==> src/rtl/hub_cfg_pkg.sv <==
package hub_cfg_pkg;
	// Clock and timing
	localparam int CLK_MHZ           = 100;
	localparam int SUSPEND_IDLE_US   = 3000;
	localparam int SUSPEND_IDLE_CYC  = SUSPEND_IDLE_US * CLK_MHZ;
	localparam int LOW_POWER_US      = 7000;
	localparam int LOW_POWER_CYC     = LOW_POWER_US * CLK_MHZ;
	localparam int I2C_QUARTER_NS    = 2500;
	localparam int I2C_QUARTER_CYC   = (I2C_QUARTER_NS * CLK_MHZ) / 1000;
	// APB register map (byte addresses)
	localparam int          ADDR_W    = 8;
	localparam logic [7:0]  OFS_STAT  = 8'h00;
	localparam logic [7:0]  OFS_CTRL  = 8'h04;
	localparam logic [7:0]  OFS_IDS   = 8'h08;
	localparam logic [7:0]  OFS_INFO  = 8'h0C;
	// Control register fields
	localparam int CTRL_LED_EN  = 0;
	localparam int CTRL_RELOAD  = 1;
	localparam logic [31:0] CTRL_RESET = 32'h0000_0001;
	// Status register fields
	localparam int STAT_MODE    = 0;
	localparam int STAT_CHRG    = 2;
	localparam int STAT_SELF    = 3;
	localparam int STAT_HOST    = 4;
	localparam int STAT_LOADED  = 5;
	localparam int STAT_VALID   = 6;
	localparam int STAT_NACK    = 7;
	localparam int STAT_SUSP    = 8;
	localparam int STAT_LOWPWR  = 9;
	localparam int STAT_PWREN_N = 10;
	// Hub topology reported upstream
	localparam logic [7:0] NUM_CONFIGS   = 8'h01;
	localparam logic [7:0] NUM_ENDPOINTS = 8'h02;
	// EEPROM image layout
	localparam int         IMG_BYTES   = 32;
	localparam logic [4:0] IMG_CHK0    = 5'h00;
	localparam logic [4:0] IMG_CHK1    = 5'h01;
	localparam logic [4:0] IMG_VID     = 5'h02;
	localparam logic [4:0] IMG_PID     = 5'h04;
	localparam logic [4:0] IMG_REL     = 5'h06;
	localparam logic [4:0] IMG_RSV0_LO = 5'h08;
	localparam logic [4:0] IMG_RSV0_HI = 5'h19;
	localparam logic [4:0] IMG_PORTS   = 5'h1A;
	localparam logic [4:0] IMG_RSV1_LO = 5'h1B;
	localparam logic [4:0] IMG_RSV1_HI = 5'h1E;
	localparam logic [4:0] IMG_SUM     = 5'h1F;
	localparam logic [7:0] CHK0_VAL    = 8'h40;
	localparam logic [7:0] CHK1_VAL    = 8'h1A;
	localparam logic [7:0] EEP_DEV_WR  = 8'hA0;
	localparam logic [7:0] EEP_DEV_RD  = 8'hA1;
	localparam logic [7:0] EEP_START   = 8'h00;
	// Defaults; identity values are arbitrary
	localparam logic [15:0] DEF_VID    = 16'h1234;
	localparam logic [15:0] DEF_PID    = 16'h5678;
	localparam logic [15:0] DEF_REL    = 16'h0100;
	localparam logic [7:0]  DEF_PORTS  = 8'h04;

	typedef enum logic [1:0] {
		MODE_SDP = 2'b00,
		MODE_CDP = 2'b01,
		MODE_DCP = 2'b10
	} mode_e;

	typedef enum logic [2:0] {
		I_IDLE  = 3'b000,
		I_START = 3'b001,
		I_WBIT  = 3'b010,
		I_WACK  = 3'b011,
		I_RBIT  = 3'b100,
		I_RACK  = 3'b101,
		I_STOP  = 3'b110,
		I_DONE  = 3'b111
	} i2c_e;
endpackage : hub_cfg_pkg

==> src/rtl/usb_hub_cfg_power.sv <==
// The register offsets and the APB slave port were decided locally.
`timescale 1ns/100ps
// What this block and the board do
// Supply strap low means bus-powered, high means self-powered.
// Charge strap sampled during reset; high permits downstream charging.
// Power-up and external-pin resets both reset and latch the charge strap.
// Downstream power enable low only when configured and no overcurrent.
// Overcurrent input is active low and shared by all four ports.
// Board holds test/serial-data line high for normal operation.
// Suspend entry starts after 3 ms without upstream bus activity.
// Bus-powered: cut upstream draw within 7 ms after suspend entry.
// Self-powered charging stays active in every hub state, suspend included.
// Charge high, host present, self-powered: charging downstream port mode.
// Charge high, no host, self-powered: dedicated charging port mode.
// Bus-powered with host present: standard port, no charging.
// Charge strap low with host present: standard port mode.
// One configuration with control and status-change endpoints reported.
// Image accepted only when byte 0 is 0x40 and byte 1 is 0x1A.
// Byte 0x1F holds bitwise checksum of bytes 0x00 to 0x1E.
// Bad check, checksum or nonzero reserved byte selects default descriptors.
// Vendor, product, release taken low byte first from bytes 2 to 7.
// Byte 0x1A reported as downstream port count.
// Charge strap pin drives active-high hub activity after reset.
// External reset pin held low at least 10 us by the board.
// Host sense high means an upstream host is connected.
// Whole image loaded and checked before attaching upstream.
// EEPROM that does not acknowledge is treated as an invalid image.
module usb_hub_cfg_power #(
	parameter int IDLE_CYC    = hub_cfg_pkg::SUSPEND_IDLE_CYC,
	parameter int QUARTER_CYC = hub_cfg_pkg::I2C_QUARTER_CYC
) (
	input  wire logic                           mclk,
	input  wire logic                           rst_n,
	input  wire logic                           externalResetN,
	input  wire logic                           supplySourceStrapN,
	input  wire logic                           hostA,
	input  wire logic                           globalOvercurrentN,
	input  wire logic                           hubConfigured,
	input  wire logic                           busActivity,
	input  wire logic                           hubLedChargeStrapIn,
	output logic                                hubLedChargeStrapOut,
	output logic                                hubLedChargeStrapOe,
	input  wire logic                           port1LedEepromClockIn,
	output logic                                port1LedEepromClockOut,
	output logic                                port1LedEepromClockOe,
	input  wire logic                           eepromDataIn,
	output logic                                eepromDataOut,
	output logic                                eepromDataOe,
	output logic                                downstreamPowerEnableN,
	output hub_cfg_pkg::mode_e                  chargeMode,
	output logic                                chargeActive,
	output logic                                suspendActive,
	output logic                                lowPowerReq,
	output logic                                attachReq,
	output logic [15:0]                         vendorId,
	output logic [15:0]                         productId,
	output logic [15:0]                         releaseBcd,
	output logic [7:0]                          nbrPorts,
	input  wire logic                           psel,
	input  wire logic                           penable,
	input  wire logic                           pwrite,
	input  wire logic [hub_cfg_pkg::ADDR_W-1:0] paddr,
	input  wire logic [31:0]                    pwdata,
	output logic [31:0]                         prdata,
	output logic                                pready,
	output logic                                pslverr
);
	import hub_cfg_pkg::*;

	logic        rstAll;
	logic        chargeStrap_r;
	logic        selfPowered;
	logic [31:0] ctrl_r;
	logic        reload_r;
	logic [$clog2(IDLE_CYC+1)-1:0]    idleCnt_r;
	logic [$clog2(QUARTER_CYC+1)-1:0] qCnt_r;
	logic        tick;
	logic [1:0]  ph_r;
	i2c_e        iState_r;
	logic [2:0]  bitCnt_r;
	logic [1:0]  wStep_r;
	logic [4:0]  byteCnt_r;
	logic [7:0]  shift_r;
	logic [7:0]  xorAcc_r;
	logic        resNz_r;
	logic        nack_r;
	logic        loadDone_r;
	logic        imageValid_r;
	logic [7:0]  image_r [IMG_BYTES];
	logic [7:0]  txByte;
	logic        apbAccess;
	logic        imgOk;

	assign rstAll    = !rst_n || !externalResetN;
	assign selfPowered = supplySourceStrapN;
	assign apbAccess = psel && penable && pready;
	assign tick      = (qCnt_r == ($bits(qCnt_r))'(QUARTER_CYC - 1));
	assign txByte    = (wStep_r == 2'd0) ? EEP_DEV_WR : (wStep_r == 2'd1) ? EEP_START : EEP_DEV_RD;
	assign imgOk     = !nack_r && image_r[IMG_CHK0] == CHK0_VAL && image_r[IMG_CHK1] == CHK1_VAL
	                   && xorAcc_r == image_r[IMG_SUM] && !resNz_r;

	// Strap capture while either reset is held
	always_ff @(posedge mclk) begin
		if (rstAll) begin
			chargeStrap_r <= hubLedChargeStrapIn;
		end
	end

	// Port capability selection
	always_ff @(posedge mclk) begin
		if (rstAll) begin
			chargeMode   <= MODE_SDP;
			chargeActive <= 1'b0;
		end else if (chargeStrap_r && selfPowered && hostA) begin
			chargeMode   <= MODE_CDP;
			chargeActive <= 1'b1;
		end else if (chargeStrap_r && selfPowered && !hostA) begin
			chargeMode   <= MODE_DCP;
			chargeActive <= 1'b1;
		end else begin
			chargeMode   <= MODE_SDP;
			chargeActive <= 1'b0;
		end
	end

	// Ganged downstream power
	always_ff @(posedge mclk) begin
		if (rstAll) begin
			downstreamPowerEnableN <= 1'b1;
		end else begin
			downstreamPowerEnableN <= !(hubConfigured && globalOvercurrentN);
		end
	end

	// Suspend timing
	always_ff @(posedge mclk) begin
		if (rstAll || busActivity) begin
			idleCnt_r     <= '0;
			suspendActive <= 1'b0;
			lowPowerReq   <= 1'b0;
		end else begin
			if (idleCnt_r != ($bits(idleCnt_r))'(IDLE_CYC)) begin
				idleCnt_r <= idleCnt_r + 1'b1;
			end
			if (idleCnt_r == ($bits(idleCnt_r))'(IDLE_CYC - 1)) begin
				suspendActive <= 1'b1;
			end
			lowPowerReq <= suspendActive && !selfPowered;
		end
	end

	// Hub activity indicator on the strap pin
	always_ff @(posedge mclk) begin
		if (rstAll) begin
			hubLedChargeStrapOe  <= 1'b0;
			hubLedChargeStrapOut <= 1'b0;
		end else begin
			hubLedChargeStrapOe  <= 1'b1;
			hubLedChargeStrapOut <= ctrl_r[CTRL_LED_EN] && attachReq && busActivity;
		end
	end

	// EEPROM bit timing
	always_ff @(posedge mclk) begin
		if (rstAll || iState_r == I_IDLE) begin
			qCnt_r <= '0;
			ph_r   <= 2'd0;
		end else if (tick) begin
			qCnt_r <= '0;
			ph_r   <= ph_r + 2'd1;
		end else begin
			qCnt_r <= qCnt_r + 1'b1;
		end
	end

	// EEPROM image reader
	always_ff @(posedge mclk) begin
		if (rstAll || reload_r) begin
			iState_r <= I_IDLE;
			port1LedEepromClockOe <= 1'b0;
			eepromDataOe <= 1'b0;
			bitCnt_r <= 3'd7;
			wStep_r <= 2'd0;
			byteCnt_r <= 5'd0;
			shift_r <= 8'h00;
			xorAcc_r <= 8'h00;
			resNz_r <= 1'b0;
			nack_r <= 1'b0;
			loadDone_r <= 1'b0;
			imageValid_r <= 1'b0;
			attachReq <= 1'b0;
		end else begin
			case (iState_r)
				I_IDLE: begin
					iState_r <= I_START;
				end
				I_START: begin
					if (tick) begin
						case (ph_r)
							2'd0: eepromDataOe <= 1'b0;
							2'd1: port1LedEepromClockOe <= 1'b0;
							2'd2: eepromDataOe <= 1'b1;
							default: begin
								port1LedEepromClockOe <= 1'b1;
								bitCnt_r <= 3'd7;
								iState_r <= I_WBIT;
							end
						endcase
					end
				end
				I_WBIT, I_RBIT: begin
					if (tick) begin
						case (ph_r)
							2'd0: eepromDataOe <= (iState_r == I_WBIT) && !txByte[bitCnt_r];
							2'd1: port1LedEepromClockOe <= 1'b0;
							2'd2: shift_r <= {shift_r[6:0], eepromDataIn};
							default: begin
								port1LedEepromClockOe <= 1'b1;
								bitCnt_r <= bitCnt_r - 3'd1;
								if (bitCnt_r == 3'd0) begin
									iState_r <= (iState_r == I_WBIT) ? I_WACK : I_RACK;
								end
							end
						endcase
					end
				end
				I_WACK: begin
					if (tick) begin
						case (ph_r)
							2'd0: eepromDataOe <= 1'b0;
							2'd1: port1LedEepromClockOe <= 1'b0;
							2'd2: nack_r <= eepromDataIn;
							default: begin
								port1LedEepromClockOe <= 1'b1;
								wStep_r <= wStep_r + 2'd1;
								if (nack_r) begin
									iState_r <= I_STOP;
								end else if (wStep_r == 2'd1) begin
									iState_r <= I_START;
								end else begin
									iState_r <= (wStep_r == 2'd0) ? I_WBIT : I_RBIT;
								end
							end
						endcase
					end
				end
				I_RACK: begin
					if (tick) begin
						case (ph_r)
							2'd0: eepromDataOe <= (byteCnt_r != IMG_SUM);
							2'd1: port1LedEepromClockOe <= 1'b0;
							2'd2: begin
								image_r[byteCnt_r] <= shift_r;
								if (byteCnt_r != IMG_SUM) begin
									xorAcc_r <= xorAcc_r ^ shift_r;
								end
								if (((byteCnt_r >= IMG_RSV0_LO && byteCnt_r <= IMG_RSV0_HI)
								     || (byteCnt_r >= IMG_RSV1_LO && byteCnt_r <= IMG_RSV1_HI))
								    && shift_r != 8'h00) begin
									resNz_r <= 1'b1;
								end
							end
							default: begin
								port1LedEepromClockOe <= 1'b1;
								byteCnt_r <= byteCnt_r + 5'd1;
								iState_r <= (byteCnt_r == IMG_SUM) ? I_STOP : I_RBIT;
							end
						endcase
					end
				end
				I_STOP: begin
					if (tick) begin
						case (ph_r)
							2'd0: eepromDataOe <= 1'b1;
							2'd1: port1LedEepromClockOe <= 1'b0;
							2'd2: eepromDataOe <= 1'b0;
							default: iState_r <= I_DONE;
						endcase
					end
				end
				default: begin
					loadDone_r   <= 1'b1;
					imageValid_r <= imgOk;
					attachReq    <= loadDone_r;
				end
			endcase
		end
	end

	// Descriptor fields
	always_ff @(posedge mclk) begin
		if (rstAll || !loadDone_r || !imageValid_r) begin
			vendorId   <= DEF_VID;
			productId  <= DEF_PID;
			releaseBcd <= DEF_REL;
			nbrPorts   <= DEF_PORTS;
		end else begin
			vendorId   <= {image_r[IMG_VID + 5'd1], image_r[IMG_VID]};
			productId  <= {image_r[IMG_PID + 5'd1], image_r[IMG_PID]};
			releaseBcd <= {image_r[IMG_REL + 5'd1], image_r[IMG_REL]};
			nbrPorts   <= image_r[IMG_PORTS];
		end
	end

	// Fixed lines of the open-drain pins
	always_ff @(posedge mclk) begin
		port1LedEepromClockOut <= 1'b0;
		eepromDataOut          <= 1'b0;
	end

	// APB slave, one wait state
	always_ff @(posedge mclk) begin
		if (rstAll) begin
			pready  <= 1'b0;
			pslverr <= 1'b0;
			prdata  <= 32'h0000_0000;
		end else begin
			pready  <= psel && penable && !pready;
			pslverr <= 1'b0;
			prdata  <= 32'h0000_0000;
			if (psel && penable && !pready) begin
				if (paddr == OFS_STAT) begin
					prdata[STAT_MODE +: 2] <= chargeMode;
					prdata[STAT_CHRG]      <= chargeStrap_r;
					prdata[STAT_SELF]      <= selfPowered;
					prdata[STAT_HOST]      <= hostA;
					prdata[STAT_LOADED]    <= loadDone_r;
					prdata[STAT_VALID]     <= imageValid_r;
					prdata[STAT_NACK]      <= nack_r;
					prdata[STAT_SUSP]      <= suspendActive;
					prdata[STAT_LOWPWR]    <= lowPowerReq;
					prdata[STAT_PWREN_N]   <= downstreamPowerEnableN;
				end else if (paddr == OFS_CTRL) begin
					prdata <= ctrl_r;
				end else if (paddr == OFS_IDS) begin
					prdata <= {productId, vendorId};
				end else if (paddr == OFS_INFO) begin
					prdata <= {NUM_ENDPOINTS, NUM_CONFIGS, nbrPorts, 8'h00} | {16'h0000, releaseBcd};
				end else begin
					pslverr <= 1'b1;
				end
			end
		end
	end

	// Control register
	always_ff @(posedge mclk) begin
		if (rstAll) begin
			ctrl_r   <= CTRL_RESET;
			reload_r <= 1'b0;
		end else begin
			reload_r <= apbAccess && pwrite && paddr == OFS_CTRL && pwdata[CTRL_RELOAD];
			if (apbAccess && pwrite && paddr == OFS_CTRL) begin
				ctrl_r <= {31'h0000_0000, pwdata[CTRL_LED_EN]};
			end
		end
	end
endmodule : usb_hub_cfg_power

==> config.mk <==
export PLATFORM = sky130hd
export DESIGN_NAME = usb_hub_cfg_power
export DESIGN_NICKNAME = d
export VERILOG_FILES = /design/src/rtl/hub_cfg_pkg.sv /design/src/rtl/usb_hub_cfg_power.sv
export SDC_FILE = /design/constraint.sdc
export NUM_CORES = 1
export LEC_CHECK = 0
export BUFFER_PORTS_ARGS = -buffer_cell sky130_fd_sc_hd__buf_2
export CAP_MARGIN = 0
export CORE_ASPECT_RATIO = 2
export CORE_MARGIN = 10
export CORE_UTILIZATION = 50
export DETAILED_ROUTE_END_ITERATION = 6
export GPL_ROUTABILITY_DRIVEN = 0
export GPL_TIMING_DRIVEN = 0
export PLACE_DENSITY = 0.82
export SLEW_MARGIN = 20
export SYNTH_ARGS = -nofsm -noshare
export SYNTH_HDL_FRONTEND = slang
export SYNTH_SLANG_ARGS = --single-unit
==> constraint.sdc <==
create_clock -name mclk -period 2.6 [get_ports mclk]
set_clock_uncertainty 0.1 [all_clocks]
set_input_delay 0.39 -clock mclk [delete_from_list [all_inputs] [get_ports mclk]]
set_output_delay 0.39 -clock mclk [all_outputs]
set_load 0.01 [all_outputs]
After elaboration in Yosys (flattened, before gate mapping)

Memory sizes are Yosys's and may differ from the RTL's. A register that Yosys moved wholly into a read port is not among the register bits.
Index checks and enable logic that the tools add are counted.

Register bits after elaboration: 110
Memory bits (writable): 256
Output and inout port bits: 103
Logic and storage cells: 210
Memories: 1

Add/subtract/negate cells: 6
Order comparisons: 5
Equality and inequality tests: 39
Mux-type cells: 55
Bitwise logic cells: 4
Reduce and logical (&&, ||, !) cells: 69

Memory list:

| name    | words | bits a word | rd ports | clocked after memory_dff | write ports | line                    | source |
|---|---|---|---|---|---|---|---|
| image_r | 32    | 8           | 10       | 7                        | 1           | usb_hub_cfg_power.sv:89 | `logic [7:0] image_r [IMG_BYTES];` |

Operator list:

| cell                  | count |
|---|---|
| $mux 3                | 17 |
| $mux 32               | 1 |
| $ne 2x2->1 const B    | 16 |
| $mux 26               | 1 |
| $or 26x16->26         | 1 |
| $mux 1                | 22 |
| $mux 11               | 2 |
| $logic_and 1x1->1     | 21 |
| $add 19x1->19 const B | 1 |
| $eq 19x19->1 const B  | 1 |
| $ne 19x19->1 const B  | 1 |
| $pmux 3 s6            | 1 |
| $eq 8x4->1 const B    | 2 |
| $mux 8                | 2 |
| $reduce_and 12->1     | 1 |
| $reduce_and 3->1      | 4 |
| $logic_not 1->1       | 11 |
| $reduce_and 11->1     | 1 |
| $le 5x5->1 const B    | 2 |
| $reduce_and 5->1      | 2 |
| $reduce_or 2->1       | 5 |
| $reduce_or 5->1       | 2 |
| $eq 3x3->1 const B    | 3 |
| $add 8x1->8 const B   | 1 |
| other kinds (38)      | 57 |

Logic depth before layout (Yosys ltp)

Word-level depth: 10
Depth in mapped cells: 8
Depth with buffers taken out: 7

Worst setup path before layout

OpenSTA, ideal clock, no wires.

Path type: reg2reg
Start point: register qCnt_r[0]
End point: memory image_r[26][0], enable pin
Setup time: 0.385 ns
Arrival: 2.274 ns
Required time: 2.115 ns
Setup slack: -0.160 ns
Cell stages (with the launch flop): 6
Buffers on the path: 0
Cells stage by stage: dfxtp_1 -> ha_1 -> and4_2 -> nand3_1 -> or4_1 -> nor3b_1

Cells in the longest elaborated chain, start to end: 5

Ends and longest elaborated chain:

| element                      | line                     | source |
|---|---|---|
| from (decl)                  | usb_hub_cfg_power.sv:76  | `logic [$clog2(QUARTER_CYC+1)-1:0] qCnt_r;` |
| from (signal assigned)       | usb_hub_cfg_power.sv:172 | `qCnt_r <= qCnt_r + 1'b1;` |
| $eq 8x8->1                   | usb_hub_cfg_power.sv:97  | `assign tick = (qCnt_r == ($bits(qCnt_r))'(QUARTER_CYC - 1));` |
| $mux 1                       | usb_hub_cfg_power.sv:248 | `if (tick) begin` |
| $mux 1                       | usb_hub_cfg_power.sv:193 | `case (iState_r)` |
| $mux 1                       | usb_hub_cfg_power.sv:178 | `if (rstAll \|\| reload_r) begin` |
| $mux 1 (implied by the code) | usb_hub_cfg_power.sv:253 | `image_r[byteCnt_r] <= shift_r;` |
| to (decl)                    | usb_hub_cfg_power.sv:89  |  |

No other way between the ends.

Worst setup path after layout

Start point: register iState_r[0]
End point: memory image_r[6][5], enable pin

Cells in the longest elaborated chain, start to end: 4

Ends and longest elaborated chain:

| element                      | line                     | source |
|---|---|---|
| from (decl)                  | usb_hub_cfg_power.sv:79  | `i2c_e iState_r;` |
| from (signal assigned)       | usb_hub_cfg_power.sv:221 | `iState_r <= (iState_r == I_WBIT) ? I_WACK : I_RACK;` |
| from (signal assigned)       | usb_hub_cfg_power.sv:241 | `iState_r <= (wStep_r == 2'd0) ? I_WBIT : I_RBIT;` |
| from (signal assigned)       | usb_hub_cfg_power.sv:266 | `iState_r <= (byteCnt_r == IMG_SUM) ? I_STOP : I_RBIT;` |
| $eq 3x3->1                   | usb_hub_cfg_power.sv:193 |  |
| $mux 1                       | usb_hub_cfg_power.sv:193 |  |
| $mux 1                       | usb_hub_cfg_power.sv:178 |  |
| $mux 1 (implied by the code) | usb_hub_cfg_power.sv:253 |  |

No other way between the ends.

==> summary.txt <==
Run status
  – Status: completed

Yosys
  – Mapped Area: 9020 sq um
  – Unique masters post-synth: 65
  – Cells after synthesis: 771
  – Mean Syn Cell Area: 11.7 sq um
  – Post-synth top area cell: dfxtp_1
  – Synth top cells by count: dfxtp_1, edfxtp_1, and2_1
  – Synth Register Bits: 246
  – Share of the synthesized area in the top cell type: 36.6%
  – Top post-synthesis cells by area: dfxtp_1, edfxtp_1, and2_1
  – Synth Flop Type: dfxtp_1
  – Asr flop ratio synth: 0%
  – Post-synth EDFFs: 81
  – Post-synthesis sequential area ratio: 63.6%
  – Cell with the most instances after synthesis: dfxtp_1
  – Yosys warning total: 0

Die
  – Die area: 24100 sq um
  – Core area: 17800 sq um
  – Starting Density: 50.7%
  – Top Ports: 157
  – # rows: 69
  – Die extent in y: 210 um
  – Die X: 115 um

Pwr
  – Pwr dens: 672 nW/um^2
  – Worst VDD drop: 520 uV
  – Leakage dissipation: 4.23 nW

STA
  – Hold Fails Final Rpt: 0
  – Slew @ Worst Pin: 0.733 ns
  – Max-slew violation count: 0
  – Final setup vio count: 0
  – Sum Neg Setup Slack: 0 ns
  – Fmax: 0.395 GHz
  – Tmin final: 2.53 ns
  – Worst slew margin: 51.2%
  – Final worst-path cycle share: 97.5%
  – Worst setup margin: 0.0654 ns

Finish
  – Diode count: 0
  – Layout Utilization: 61.0%
  – Layout cells sized above 1: 21.4%
  – Area Growth Syn to Fin: 20.2%
  – Nets: 1003

Placed design
  – Dpl hpwl: 16000 um
  – Placement Setup Slack: -0.278 ns
  – Number of buffers added on ports: 123

Drt
  – Detailed-route DRC error count: 0
  – Via density: 5.56
  – Post-route ant nets: 0
  – Routed len/inst: 19.0 um
  – DR vias: 6440
  – Post-Route WL: 22000 um
  – TritonRoute pass-1 iters: 5
  – First-iteration detailed-routing DRC count: 372

Setup path
  – Critical-path top delay cell: or4_4
  – CP Launch Type: flop
  – Crit Path Max Fanout: 10
  – CP Capture Type: flop
  – CP required: 2.68 ns
  – Cell chain of the critical path: buf_2 > nand3b_1 > or4_4 > nor3_2 > and2_2
  – Crit path kind: reg -> reg
  – Crit-path max cell delay: 0.63 ns
  – Worst EP arrival: 2.62 ns

CTS
  – H-tree depth: 1
  – CTS Buf Count: 21
  – TritonCTS clock tree: yes
  – Worst skew pair latency: 0.50 ns
  – Total clock sinks: 246
  – Worst-path clk slew: 0.07 ns
  – CTS max path bufs: 3
  – Clock Tree Root: clkbuf_16

Global routing
  – Initial antenna violation count: 0
  – Global-route wire length before repair: 33900 um
  – Largest net degree at the start of global routing: 18
  – Number of global-route vias before repair: 6578
  – Grt ovf: 0
  – GRT Overall Usage: 17.5%

Hold path
  – Hold Path Class: in -> reg

Run
  – Max Cap Viol: 0
## layout by cell type (no fill, tap or decap), drive strengths merged, types with 6 or more instances in the layout
master | Yosys | final
mux2i | 16 | 16
nand3b | 6 | 6
a21oi | 31 | 31
nand4 | 11 | 11
xor2 | 13 | 13
clkbuf | 21 | 48
ha | 18 | 18
and2 | 64 | 64
clkinv | 0 | 6
nor2 | 62 | 62
nand3 | 26 | 26
nor4 | 11 | 11
or3 | 11 | 11
nand2 | 26 | 26
buf | 11 | 141
edfxtp | 81 | 81
dlygate4sd3 | 0 | 7
and3 | 10 | 10
xnor2 | 16 | 16
o21ai | 32 | 32
nor3 | 9 | 9
or4 | 10 | 10
a211oi | 8 | 8
nand2b | 17 | 17
inv | 28 | 29
dfxtp | 165 | 165
o2bb2ai | 10 | 10
## path summary, 6_finish.rpt
path | slack, ns | cells past startpoint | startpoint | endpoint
worst min-delay path | 0.06 | 3 | busActivity | hubLedChargeStrapOut$_SDFF_PN0_
worst min register to register | 0.32 | 1 | image_r[26][2]$_DFFE_PP_ | nbrPorts[2]$_SDFF_PP1_
worst max-delay path | 0.07 | 5 | iState_r[0]$_SDFFE_PP0P_ | image_r[6][5]$_DFFE_PP_
worst max register to register | 0.07 | 5 | iState_r[0]$_SDFFE_PP0P_ | image_r[6][5]$_DFFE_PP_
## state kept, by name, summed over array words and instances (netlist names), 2 cells and up
name and flops:
bitCnt_r 3, byteCnt_r 5, chargeMode 2, iState_r 3, idleCnt_r 19, image_r 80
nbrPorts 8, ph_r 2, prdata 32, productId 16, qCnt_r 8, releaseBcd 16
shift_r 8, vendorId 16, wStep_r 2, xorAcc_r 8
## metrics by stage
stage                     power (mW)  hold WS (ns)  instances  cell area, sq um
final                           7.28        0.0647       1159             10800
after global routing            7.49        0.0905       1159             10800
after CTS                       7.32        0.0567       1159             10800
after detailed placement        4.13         0.310       1110              9940
after global placement          4.13         0.304       1108              9920
after floorplan                 4.09         0.301        772              9040
## cell families (layout without fill, tap and decap cells)
family                   after synthesis  in the layout  share of synthesized area, %
AO/OA/AOI/OAI                        106            106                          7.42
XOR/XNOR                              29             29                          2.82
adder cells (fa/ha/maj)               18             18                          2.50
buffers and inverters                 60            234                          2.70
flip-flops                           246            246                          63.6
multiplexers                          17             17                          2.02
other                                  1              2                        0.0416
AND/OR/NAND/NOR                      294            294                          18.9
## where the power goes
part	switching (mW)	internal, mW	leakage, nW
Clock	1.34	1.88	0.351
Sequential	0.00468	3.95	2.15
Combinational	0.0649	0.0407	1.73
Total	1.41	5.87	4.23
## timing repair
item                                    4_1_cts  5_1_grt
endpoints found under the setup margin       77       69
hold buffers                                  7        0
hold endpoints to repair                      6        0
pin swaps                                     2        1
gates resized for setup                       9        9
buffers inserted                              4        1
## worst max-delay path, delay by kind of cell (launching register included)
family | cells | cell delay [ns]
flops | 1 | 0.37
simple gates | 4 | 1.51
buf+inv | 1 | 0.22
## cell type report
class / count / area (sq um)
timing repair buffer: 137 / 746
multi-input combinational: 466 / 3140
clock inverter: 10 / 134
sequential: 246 / 5740
fill: 1356 / 6940
inverter: 28 / 105
buffer: 31 / 135
clock buffer: 28 / 582
tap: 213 / 267
## routing by layer
metal | vias up | wire length, um | global-route usage (%)
met5 | - | 0 | 0
met4 | 0 | 1260 | 9.65
met3 | 88 | 1300 | 2.96
met2 | 231 | 12300 | 34.1
met1 | 3080 | 7080 | 16.1
li1 | 3041 | - | -
Power figures use the tool's default switching activity.
